==> config.mk <==
export PLATFORM = sky130hd
export DESIGN_NAME = bus_mastership_and_reset_control
export DESIGN_NICKNAME = d
export VERILOG_FILES = /design/src/design/bus_ctl_pkg.sv /design/src/design/bus_mastership_and_reset_control.sv
export VERILOG_INCLUDE_DIRS = /design/src /design/src/design
export SDC_FILE = /design/constraint.sdc
export NUM_CORES = 1
export LEC_CHECK = 0
export BUFFER_PORTS_ARGS = -buffer_cell sky130_fd_sc_hd__buf_2
export CAP_MARGIN = 10
export CORE_MARGIN = 10
export CORE_UTILIZATION = 40
export CTS_CLUSTER_SIZE = 28
export DETAILED_ROUTE_END_ITERATION = 10
export MAX_ROUTING_LAYER = met4
export PLACE_DENSITY = 0.75
export SLEW_MARGIN = 10
export SYNTH_ARGS = -nofsm -noshare
export SYNTH_HDL_FRONTEND = slang
export SYNTH_SLANG_ARGS = --single-unit
==> constraint.sdc <==
create_clock -name mclk -period 2.55 [get_ports mclk]
set_clock_uncertainty 0.1 [all_clocks]
set_input_delay 0.255 -clock mclk [delete_from_list [all_inputs] [get_ports mclk]]
set_output_delay 0.255 -clock mclk [all_outputs]
set_load 0.005 [all_outputs]
==> src/design/bus_ctl_consts.svh <==
// constants for the bus mastership and reset control block
// assumes a single 100 MHz system clock
`ifndef BUS_CTL_CONSTS_SVH
`define BUS_CTL_CONSTS_SVH

`define CLK_PERIOD_NS        10
`define PERIPHERAL_RESET_OUT_N_HOLD_CYCLES     31
`define PERIPHERAL_RESET_OUT_N_CNT_W           6
`define PERIPHERAL_RESET_OUT_N_CNT_LOAD        6'h1F
`define TT_W                 2
`define SIZ_W                2
`define ADDR_W               32
`define DATA_W               32

`endif

==> src/design/bus_ctl_pkg.sv <==
// types for the bus mastership and reset control block
// assumes bus_ctl_consts.svh is on the include path
`include "bus_ctl_consts.svh"
package bus_ctl_pkg;

  // one access request from the core side
  typedef struct packed {
    logic [`ADDR_W-1:0] addr;
    logic [`DATA_W-1:0] wdata;
    logic [`TT_W-1:0]   transfer_type;
    logic [`SIZ_W-1:0]  transfer_size;
    logic               access_mode_info;
    logic               read;
  } access_req_t;

  // mastership state
  typedef enum logic [1:0] {
    ST_IDLE     = 2'b00,
    ST_IMPLICIT = 2'b01,
    ST_EXPLICIT = 2'b10,
    ST_XFER     = 2'b11
  } master_state_t;

endpackage

==> src/design/bus_mastership_and_reset_control.sv <==
// bus mastership arbitration and reset control
// assumes synchronous pins, one clock mclk, an external arbiter driving grant
`timescale 1ns/10ps
`include "bus_ctl_consts.svh"

module bus_mastership_and_reset_control
  import bus_ctl_pkg::*;
(
  input  wire logic                mclk,
  input  wire logic                rst,
  input  wire logic                reset_in_n,
  input  wire logic                high_impedance_in_n,
  input  wire logic                bus_grant_in_n,
  input  wire logic                bus_lock,
  input  wire logic                pin_assign_peripheral_reset_out_n,
  input  wire logic                uart2_rts_n,
  input  wire logic                watchdog_reset,
  input  wire logic                req_valid,
  input  wire access_req_t         req,
  input  wire logic                xfer_done,
  output logic                     req_ready,
  output logic                     bus_request_out_n,
  output logic                     bus_driven_out_n,
  output logic                     transfer_start_n,
  output logic                     bus_oe_n,
  output access_req_t              bus_out,
  output logic                     peripheral_reset_out_n,
  output logic                     master_reset,
  output logic                     normal_reset
);

  // ==========================================================
  // reset handling
  // ==========================================================
  logic                    in_reset;
  logic [`PERIPHERAL_RESET_OUT_N_CNT_W-1:0]  peripheral_reset_out_n_cnt_r;
  logic                    peripheral_reset_out_n_r;
  logic                    master_reset_r;
  logic                    normal_reset_r;

  assign in_reset = ~reset_in_n;

  // the reset pin is taken as synchronous, so its level is simply sampled
  // on every edge; the mode flags follow it one edge later and drop again
  // one edge after the pin is released, which lets the refresh side tell a
  // master reset from a normal one while the pin is still low
  // reset mode chosen by hiz level while reset is held
  always_ff @(posedge mclk or posedge rst) begin
    if (rst) begin
      master_reset_r <= 1'b1;
      normal_reset_r <= 1'b0;
    end else begin
      master_reset_r <= in_reset & ~high_impedance_in_n;
      normal_reset_r <= in_reset & high_impedance_in_n;
    end
  end
  assign master_reset = master_reset_r;
  assign normal_reset = normal_reset_r;

  // the stretch counter is reloaded on every cycle of reset or watchdog
  // request, so a long request never shortens the pulse; the counter
  // reaches zero 31 edges after the last request and only then does the
  // shared pin go back to its idle level
  // reset out: one edge after reset in, then 31 clocks stretch
  always_ff @(posedge mclk or posedge rst) begin
    if (rst) begin
      peripheral_reset_out_n_r     <= 1'b1;
      peripheral_reset_out_n_cnt_r <= `PERIPHERAL_RESET_OUT_N_CNT_LOAD;
    end else if (in_reset || watchdog_reset) begin
      peripheral_reset_out_n_r     <= 1'b1;
      peripheral_reset_out_n_cnt_r <= `PERIPHERAL_RESET_OUT_N_CNT_LOAD;
    end else if (peripheral_reset_out_n_cnt_r != '0) begin
      peripheral_reset_out_n_r     <= 1'b1;
      peripheral_reset_out_n_cnt_r <= peripheral_reset_out_n_cnt_r - 1'b1;
    end else begin
      peripheral_reset_out_n_r     <= 1'b0;
    end
  end

  // shared pin: reset function forced while reset is active
  assign peripheral_reset_out_n = (peripheral_reset_out_n_r || pin_assign_peripheral_reset_out_n) ? ~peripheral_reset_out_n_r
                                                              : uart2_rts_n;

  // ==========================================================
  // mastership state machine
  // ==========================================================
  master_state_t state_r;
  master_state_t state_nxt;
  logic          granted;
  logic          ts_r;
  logic          br_r;
  logic          bd_r;
  logic          oe_r;

  assign granted = ~bus_grant_in_n;

  // idle: no mastership, implicit: granted but not driving, explicit:
  // driving with no transfer under way, xfer: one access on the bus.
  // a transfer is never cut short by grant loss; the decision to release
  // is only taken once the slave reports completion, so a revoked bus is
  // always left between accesses. the lock keeps explicit ownership even
  // with grant gone, and accesses may still start while it is held
  // next state from grant, pending access and lock
  always_comb begin
    state_nxt = state_r;
    case (state_r)
      ST_IDLE: begin
        if (granted && (req_valid || bus_lock))
          state_nxt = req_valid ? ST_XFER : ST_EXPLICIT;
        else if (granted)
          state_nxt = ST_IMPLICIT;
      end
      ST_IMPLICIT: begin
        if (!granted)
          state_nxt = ST_IDLE;
        else if (req_valid)
          state_nxt = ST_XFER;
        else if (bus_lock)
          state_nxt = ST_EXPLICIT;
      end
      ST_EXPLICIT: begin
        if (req_valid && (granted || bus_lock))
          state_nxt = ST_XFER;
        else if (!granted && !bus_lock)
          state_nxt = ST_IDLE;
        else if (granted && !bus_lock)
          state_nxt = ST_IMPLICIT;
      end
      ST_XFER: begin
        if (xfer_done) begin
          if (!granted && !bus_lock)
            state_nxt = ST_IDLE;
          else
            state_nxt = ST_EXPLICIT;
        end
      end
      default: state_nxt = ST_IDLE;
    endcase
  end

  // state register, forced idle while reset is in
  always_ff @(posedge mclk or posedge rst) begin
    if (rst)
      state_r <= ST_IDLE;
    else if (in_reset)
      state_r <= ST_IDLE;
    else
      state_r <= state_nxt;
  end

  // req_ready is combinational so the core sees the take in the same
  // cycle; it is masked in reset so no access starts while the bus is
  // being released
  // accept the access on entry to the transfer state
  assign req_ready = (state_r != ST_XFER) && (state_nxt == ST_XFER) && !in_reset;

  // all arbitration outputs are built from the next state and registered,
  // so the pins change only on the rising edge and never glitch; the
  // output enable follows bus-driven exactly, so the bus is three-stated
  // on the same edge as bus-driven is negated
  // registered arbitration outputs
  always_ff @(posedge mclk or posedge rst) begin
    if (rst) begin
      br_r <= 1'b0;
      bd_r <= 1'b0;
      oe_r <= 1'b0;
      ts_r <= 1'b0;
    end else if (in_reset) begin
      br_r <= 1'b0;
      bd_r <= 1'b0;
      oe_r <= 1'b0;
      ts_r <= 1'b0;
    end else begin
      br_r <= req_valid && !granted && (state_nxt == ST_IDLE);
      bd_r <= (state_nxt == ST_XFER) || (state_nxt == ST_EXPLICIT);
      oe_r <= (state_nxt == ST_XFER) || (state_nxt == ST_EXPLICIT);
      ts_r <= req_ready;
    end
  end

  // the fields stay on the bus until the next take; they only matter
  // while the output enable is low
  // latch the access driven on the bus
  always_ff @(posedge mclk or posedge rst) begin
    if (rst)
      bus_out <= '0;
    else if (req_ready)
      bus_out <= req;
  end

  assign bus_request_out_n = ~br_r;
  assign bus_driven_out_n  = ~bd_r;
  assign bus_oe_n          = ~oe_r;
  assign transfer_start_n  = ~ts_r;

  // ==========================================================
  // checks
  // ==========================================================
  // cycles since the reset pin was last released, saturating; the hold
  // check uses it to see that reset out is still on during the stretch
  // window, independent of the stretch counter that it guards
  // helper counter for the reset out hold
  logic [`PERIPHERAL_RESET_OUT_N_CNT_W-1:0] low_cnt_r;
  always_ff @(posedge mclk or posedge rst) begin
    if (rst)
      low_cnt_r <= '0;
    else if (in_reset)
      low_cnt_r <= '0;
    else if (low_cnt_r != 6'h3F)
      low_cnt_r <= low_cnt_r + 1'b1;
  end

  a_ts_one_clock: assert property (@(posedge mclk) disable iff (rst)
    !transfer_start_n |=> transfer_start_n) else $error("transfer start too long");
  a_peripheral_reset_out_n_fast: assert property (@(posedge mclk) disable iff (rst)
    in_reset |-> ##[1:2] !peripheral_reset_out_n) else $error("reset out late");
  a_peripheral_reset_out_n_hold: assert property (@(posedge mclk) disable iff (rst)
    (!in_reset && low_cnt_r < 6'h1F) |-> peripheral_reset_out_n_r) else $error("reset out short");
  a_wd_pulse: assert property (@(posedge mclk) disable iff (rst)
    watchdog_reset |=> peripheral_reset_out_n_r [*8]) else $error("watchdog pulse short");
  a_reset_quiet: assert property (@(posedge mclk) disable iff (rst)
    $past(in_reset) |-> (bus_request_out_n && bus_driven_out_n && bus_oe_n))
    else $error("bus not released in reset");
  a_bd_lock_hold: assert property (@(posedge mclk) disable iff (rst)
    (state_r == ST_EXPLICIT && bus_lock && !in_reset) |=> !bus_driven_out_n)
    else $error("locked bus dropped");
  a_idle_release: assert property (@(posedge mclk) disable iff (rst)
    (state_r == ST_EXPLICIT && !bus_lock && !granted && !req_valid) |=> bus_driven_out_n)
    else $error("idle bus not released");
  a_implicit_bd: assert property (@(posedge mclk) disable iff (rst)
    (state_r == ST_IMPLICIT) |-> bus_driven_out_n) else $error("implicit drives bd");
  a_req_drop: assert property (@(posedge mclk) disable iff (rst)
    !transfer_start_n |-> bus_request_out_n) else $error("request held in access");
  a_master_mode: assert property (@(posedge mclk) disable iff (rst)
    (in_reset && !high_impedance_in_n) |=> master_reset) else $error("no master reset");

  // ==========================================================
  // mastership checks
  // ==========================================================

  // a locked owner keeps bus-driven after its transfer ends
  a_lock_keep: assert property (@(posedge mclk) disable iff (rst)
    (state_r == ST_XFER && xfer_done && bus_lock && !in_reset) |=> !bus_driven_out_n)
    else $error("lock lost after transfer");

  // an unfinished transfer keeps the bus driven
  a_xfer_hold: assert property (@(posedge mclk) disable iff (rst)
    (state_r == ST_XFER && !xfer_done && !in_reset) |=> (!bus_driven_out_n && !bus_oe_n))
    else $error("transfer cut short");

  // revoked and unlocked: release on the edge after completion
  a_xfer_release: assert property (@(posedge mclk) disable iff (rst)
    (state_r == ST_XFER && xfer_done && !granted && !bus_lock && !in_reset)
    |=> (bus_driven_out_n && bus_oe_n)) else $error("bus kept after transfer");

  // granted with work or lock: bus-driven comes on
  a_bd_assert: assert property (@(posedge mclk) disable iff (rst)
    (granted && (req_valid || bus_lock) && !in_reset) |=> !bus_driven_out_n)
    else $error("bus-driven missing");

  // pending access without grant raises the request
  a_req_raise: assert property (@(posedge mclk) disable iff (rst)
    (req_valid && !granted && state_r == ST_IDLE && !in_reset) |=> !bus_request_out_n)
    else $error("request not raised");

  // an access is only taken with grant or lock
  a_take_granted: assert property (@(posedge mclk) disable iff (rst)
    req_ready |-> (granted || bus_lock))
    else $error("access taken without grant");

  // transfer start follows the take by one edge
  a_start_follows: assert property (@(posedge mclk) disable iff (rst)
    req_ready |=> !transfer_start_n)
    else $error("transfer start missing");

  // bus enable and bus-driven move together
  a_oe_with_bd: assert property (@(posedge mclk) disable iff (rst)
    bus_oe_n == bus_driven_out_n)
    else $error("enable and bus-driven differ");

  // ==========================================================
  // reset checks
  // ==========================================================

  // cycles since the last watchdog request, saturating
  logic [`PERIPHERAL_RESET_OUT_N_CNT_W-1:0] wd_cnt_r;
  always_ff @(posedge mclk or posedge rst) begin
    if (rst)
      wd_cnt_r <= 6'h3F;
    else if (watchdog_reset)
      wd_cnt_r <= '0;
    else if (wd_cnt_r != 6'h3F)
      wd_cnt_r <= wd_cnt_r + 1'b1;
  end

  // the watchdog pulse lasts the full stretch
  a_wd_hold: assert property (@(posedge mclk) disable iff (rst)
    (wd_cnt_r < `PERIPHERAL_RESET_OUT_N_CNT_LOAD) |-> peripheral_reset_out_n_r)
    else $error("watchdog pulse short");

  // reset without hiz is a normal reset
  a_normal_mode: assert property (@(posedge mclk) disable iff (rst)
    (in_reset && high_impedance_in_n) |=> (normal_reset && !master_reset))
    else $error("no normal reset");

  // the shared pin is reset out while reset is on
  a_pin_reset_fn: assert property (@(posedge mclk) disable iff (rst)
    peripheral_reset_out_n_r |-> !peripheral_reset_out_n)
    else $error("shared pin not reset out");

  // outside reset, with the rts function selected, the pin follows uart2_rts_n
  a_pin_rts: assert property (@(posedge mclk) disable iff (rst)
    (!peripheral_reset_out_n_r && !pin_assign_peripheral_reset_out_n) |-> (peripheral_reset_out_n == uart2_rts_n))
    else $error("shared pin not rts");

  c_xfer: cover property (@(posedge mclk) disable iff (rst) !transfer_start_n);
  c_lock: cover property (@(posedge mclk) disable iff (rst)
    state_r == ST_EXPLICIT && !granted && bus_lock);
  c_implicit: cover property (@(posedge mclk) disable iff (rst) state_r == ST_IMPLICIT);
  c_wdog: cover property (@(posedge mclk) disable iff (rst) watchdog_reset);
  // release after a revoked transfer
  c_release: cover property (@(posedge mclk) disable iff (rst)
    state_r == ST_XFER && xfer_done && !granted && !bus_lock);

endmodule // bus_mastership_and_reset_control

Word level (Yosys, flattened, before mapping)
Index checks and enable logic that the tools add are counted.
- register bits: 84
- input port bits: 81
- output and inout bits: 78
- logic and storage cells: 69
- $add $sub $neg: 1
- eq/ne operators: 6
- multiplexer cells: 21
- bitwise logic cells: 9
- reduce and logical (&&, ||, !) cells: 18
- operators with widths (operator ; number):
    $mux W2 ; 11
    $mux W6 ; 2
    $eq A2 B2 Y1 const B ; 4
    $logic_and A1 B1 Y1 ; 8
    $pmux W2 S4 ; 1
    $mux W1 ; 7
    $not A1 Y1 ; 7
    $reduce_bool A6 Y1 ; 1
    $sub A6 B1 Y6 const B ; 1
    $logic_or A1 B1 Y1 ; 5
    $logic_not A2 Y1 ; 2
    $and A1 B1 Y1 ; 2
    $eq A2 B1 Y1 const B ; 1
    $ne A2 B2 Y1 const B ; 1
    $reduce_bool A2 Y1 ; 1
    $logic_not A1 Y1 ; 1

Longest topological paths before layout
- depth in word-level cells: 10
- gate-level depth with buffers: 5

Worst setup path before layout
No wires, ideal clock.
- path kind: register to register
- from: register state_r[1]
- to: register bus_out[49] in the netlist's numbering
- library setup time: 0.125 ns
- arrival time: 1.509 ns
- data required time: 2.325 ns
- slack: 0.816 ns
- stages on the path, launching flop included: 5
- period minus slack after synthesis: 1.734 ns
- path through: dfrtp_1 nand2_2 a221oi_4 buf_6 mux2_4
- longest elaborated chain between the ends: 7
- elaborated cells on any way between the ends: 18
- classes of those cells: 5 x eq/ne; 10 x mux; 3 x reduce/logical
- ends and longest elaborated chain (what ; RTL line ; source):
    from (decl) ; bus_mastership_and_reset_control.sv:87 ; master_state_t state_r;
    from (signal assigned) ; bus_mastership_and_reset_control.sv:148 ; state_r <= state_nxt;
    $mux W2, on equally long branches ; bus_mastership_and_reset_control.sv:126, bus_mastership_and_reset_control.sv:118 ;
    $mux W2, on equally long branches ; bus_mastership_and_reset_control.sv:124, bus_mastership_and_reset_control.sv:116 ;
    $mux W2, on equally long branches ; bus_mastership_and_reset_control.sv:122, bus_mastership_and_reset_control.sv:114 ;
    $pmux W2 S4 ; bus_mastership_and_reset_control.sv:106 ; case (state_r)
    $eq A2 B2 Y1 ; bus_mastership_and_reset_control.sv:155 ; assign req_ready = (state_r != ST_XFER) && (state_nxt == ST_XFER) && !in_reset;
    $logic_and A1 B1 Y1 (*) (2 in a row) ; bus_mastership_and_reset_control.sv:155 ;
    via req_ready ; bus_mastership_and_reset_control.sv:21 ; output logic req_ready,
    to (signal assigned) ; bus_mastership_and_reset_control.sv:188 ; bus_out <= req;
    to (decl) ; bus_mastership_and_reset_control.sv:26 ; output access_req_t bus_out,
The timed path passes the listed nets; every way through them passes the cells marked *.
A chain may end at the register's enable or synchronous reset.

Final worst setup path
- from: register state_r[1]
- to: output port req_ready
- longest elaborated chain between the ends: 7
- elaborated cells on any way between the ends: 18
- classes of those cells: 5 x eq/ne; 10 x mux; 3 x reduce/logical
- ends and longest elaborated chain (what ; RTL line):
    $mux W2, on equally long branches ; bus_mastership_and_reset_control.sv:126, bus_mastership_and_reset_control.sv:118
    $mux W2, on equally long branches ; bus_mastership_and_reset_control.sv:124, bus_mastership_and_reset_control.sv:116
    $mux W2, on equally long branches ; bus_mastership_and_reset_control.sv:122, bus_mastership_and_reset_control.sv:114
    $pmux W2 S4 ; bus_mastership_and_reset_control.sv:106
    $eq A2 B2 Y1 ; bus_mastership_and_reset_control.sv:155
    $logic_and A1 B1 Y1 (*) (2 in a row) ; bus_mastership_and_reset_control.sv:155
    to (decl) ; bus_mastership_and_reset_control.sv:21
Mark *: on every way between the ends. The rest lies on a longest branch, timed or not.

==> qor.csv <==
metric;value;unit
outcome;finished, final reports clean;
CTS Buffer Depth;2;
hold depth;2;
# Post-CTS Setup Buffers;0;
Initial Util;40.63;%
R2R Setup Slk;0.69;ns
CTS Buf Count;9;
DP HPWL;6.738;mm
max-slew violation count;0;
Period minus WS final;2.177;ns
WHS;0.03120;ns
worst setup margin;0.3727;ns
# IOs;159;
GRT Residual Overflow;0;
Worst IR Drop VDD;0.3385;mV
port bufs;158;
fmax;0.4593;GHz
critical path class;reg -> out;
synthesis warning total;0;
# nets final;467;
leakage;2.307;nW
# clock sinks;84;
FP Rows;34;
largest net degree at the start of global routing;41;
first-pass iteration count of the detailed router;4;
vias in the first global route;2575;
Worst setup EP type;output port;
initial antenna violation count;0;
Data arrival, critical path;1.82;ns
Die H;113.7;um
CP Launch Type;flop;
htree depth;3;
RSZ-0062 raised after global routing;no;
multi-input logic area;1277;sq um
Vias;2354;
Syn-to-layout area delta;32.56;%
n_diodes;0;
residual DRC count;0;
Setup-failing EPs final;0;
Avg Cell Area, Syn;16.09;sq um
post-layout util;53.85;%
reg-to-reg critical path endpoint;bus_out[0];
Post-synth EDFFs;0;
synthesized flop and latch total;84;
Vias/cell;4.727;
global-route usage over all layers;13.25;%
max-capacitance violation count;0;
syn nets;300;
ys async rst share;100.0;%
die area;12920;sq um
share of layout cells above drive strength 1;66.41;%
remaining antenna violation count;0;
gpl congestion;0.8080;
Filler Cell Count;766;
dpl cells;480;
Main synth FF type;dfrtp_1;
Max FO, Critical Path;36;
synthesized cell area;3508;sq um
Reg-to-Reg Start;state_r[1];
number of hold violations in the final report;0;
worst hold path class;in -> reg;
synth unique cells;33;
post-route insts no fill;498;
relative slew slack;54.56;%
CORE AREA;8636;sq um
PD cells;760.4;nW/um^2
first-pass GRT wire length;13.44;mm
clk slew on worst S/H paths;0.09;ns
Final Cycle Share;85.38;%
FF/Latch Area;2111;sq um
die width;113.7;um
initial DRC count;85;
post-place setup slack;0.7007;ns
Least-Margin Pin Slew;0.6817;ns
setup_tns;0;ns
Register-to-Register Path Depth;4;
worst-case hold path end point;bus_out[10];
CTS Root Cell;clkbuf_8;
Clock Latency Late Sink;0.34;ns
Syn Inst Count;218;
average wire per cell in the routed design;17.45;um
CP required;2.19;ns
CTS tree;yes;
register area share after synthesis;60.16;%
hold_sp;req[10];
Detailed Route WL;8.689;mm
-- area by class of cell --
type / count / share of cell area (%)
multi-input cells: 117 / 27.47
clock buffers: 11 / 3.040
repair buffers: 164 / 18.62
well taps: 108 / 2.906
flip-flops and latches: 84 / 45.39
clock inverters: 5 / 1.829
inverters: 9 / 0.7533
-- per-stage QoR --
stage          power [W]  area [sq um]
3_3_place_gp    0.002494          4404
6_report        0.003537          4651
4_1_cts         0.003606          4651
3_5_place_dp    0.002538          4404
5_1_grt         0.003741          4651
2_1_floorplan   0.002129          3508
-- where the power goes --
part | switching (W) | leakage [nW] | total (W) | internal, W
clock network | 0.000461 | 0.110 | 0.00104 | 0.000582
logic | 0.000289 | 1.20 | 0.000784 | 0.000495
registers | 0.000133 | 0.994 | 0.00171 | 0.00158
-- how the worst max path moves through the flow --
stage	end	cells past startpoint	slack [ns]	start
3_5_place_dp	bus_out[26]	4	0.70	state_r[1]
4_1_cts	req_ready	4	0.34	state_r[1]
6_report	req_ready	4	0.37	state_r[1]
2_1_floorplan	br_r	1	0.04	rst
3_3_place_gp	bus_out[38]	4	0.79	state_r[1]
5_1_grt	req_ready	4	0.29	state_r[1]
-- layout by cell type (no fill, tap or decap), drive strengths merged, types with 4 or more instances in the layout --
cell	n
buf	162
a21oi	6
mux2	70
nand2	4
nor2	5
clkbuf	11
o21ai	4
dfrtp	77
inv	8
dfstp	7
-- synth_stat cells, drive strengths merged, types with 2 or more instances --
cell type,instances,area [sq um]
dfstp,7,183.9
nand3,3,15.01
buf,8,86.34
a21oi,6,30.03
dfrtp,77,1927
nand2,4,17.52
o21ai,4,20.02
a21boi,3,22.52
nor2,5,18.77
mux2,70,972.2
nor2b,3,18.77
nor3,2,10.01
inv,9,33.78
-- layer usage --
metal	share of wire, %	vias up	routed length [um]	GRT usage [%]
li1	-	1101	-	-
met1	40	1158	3462	14.81
met2	52	90	4500	21.88
met3	7.7	5	673	5.039
met4	0.62	0	54	3.299
met5	0	-	0	-
-- cell families (layout without fill, tap and decap cells) --
group	Yosys count	after routing	share of synthesized area (%)
AO/OA/AOI/OAI	21	21	4.423
adder cells (fa/ha/maj)	1	1	0.3566
buffers and inverters	17	189	3.424
flip-flops	84	84	60.16
multiplexers	70	70	27.71
AND/OR/NAND/NOR	25	25	3.924
-- timing repair --
| action | 4_1_cts | 5_1_grt |
|---|---|---|
| endpoints found under the hold margin | 32 | 0 |
| resized for setup | 0 | 0 |
| hold buffers | 2 | 0 |
-- state kept, by name (all words and copies together) (netlist names) --
register	count
bus_out	70
normal_reset	1
peripheral_reset_out_n_r	1
br_r	1
oe_r	1
ts_r	1
state_r	2
peripheral_reset_out_n_cnt_r	6
master_reset	1
-- critical path, cell delays in order, from the launching register on --
cell and delay [ns]:
dfrtp_1 0.47, nand2_2 0.11, a221oi_4 0.39, buf_12 0.31, buf_2 0.17
No activity file was read; power rests on OpenSTA's default activity.
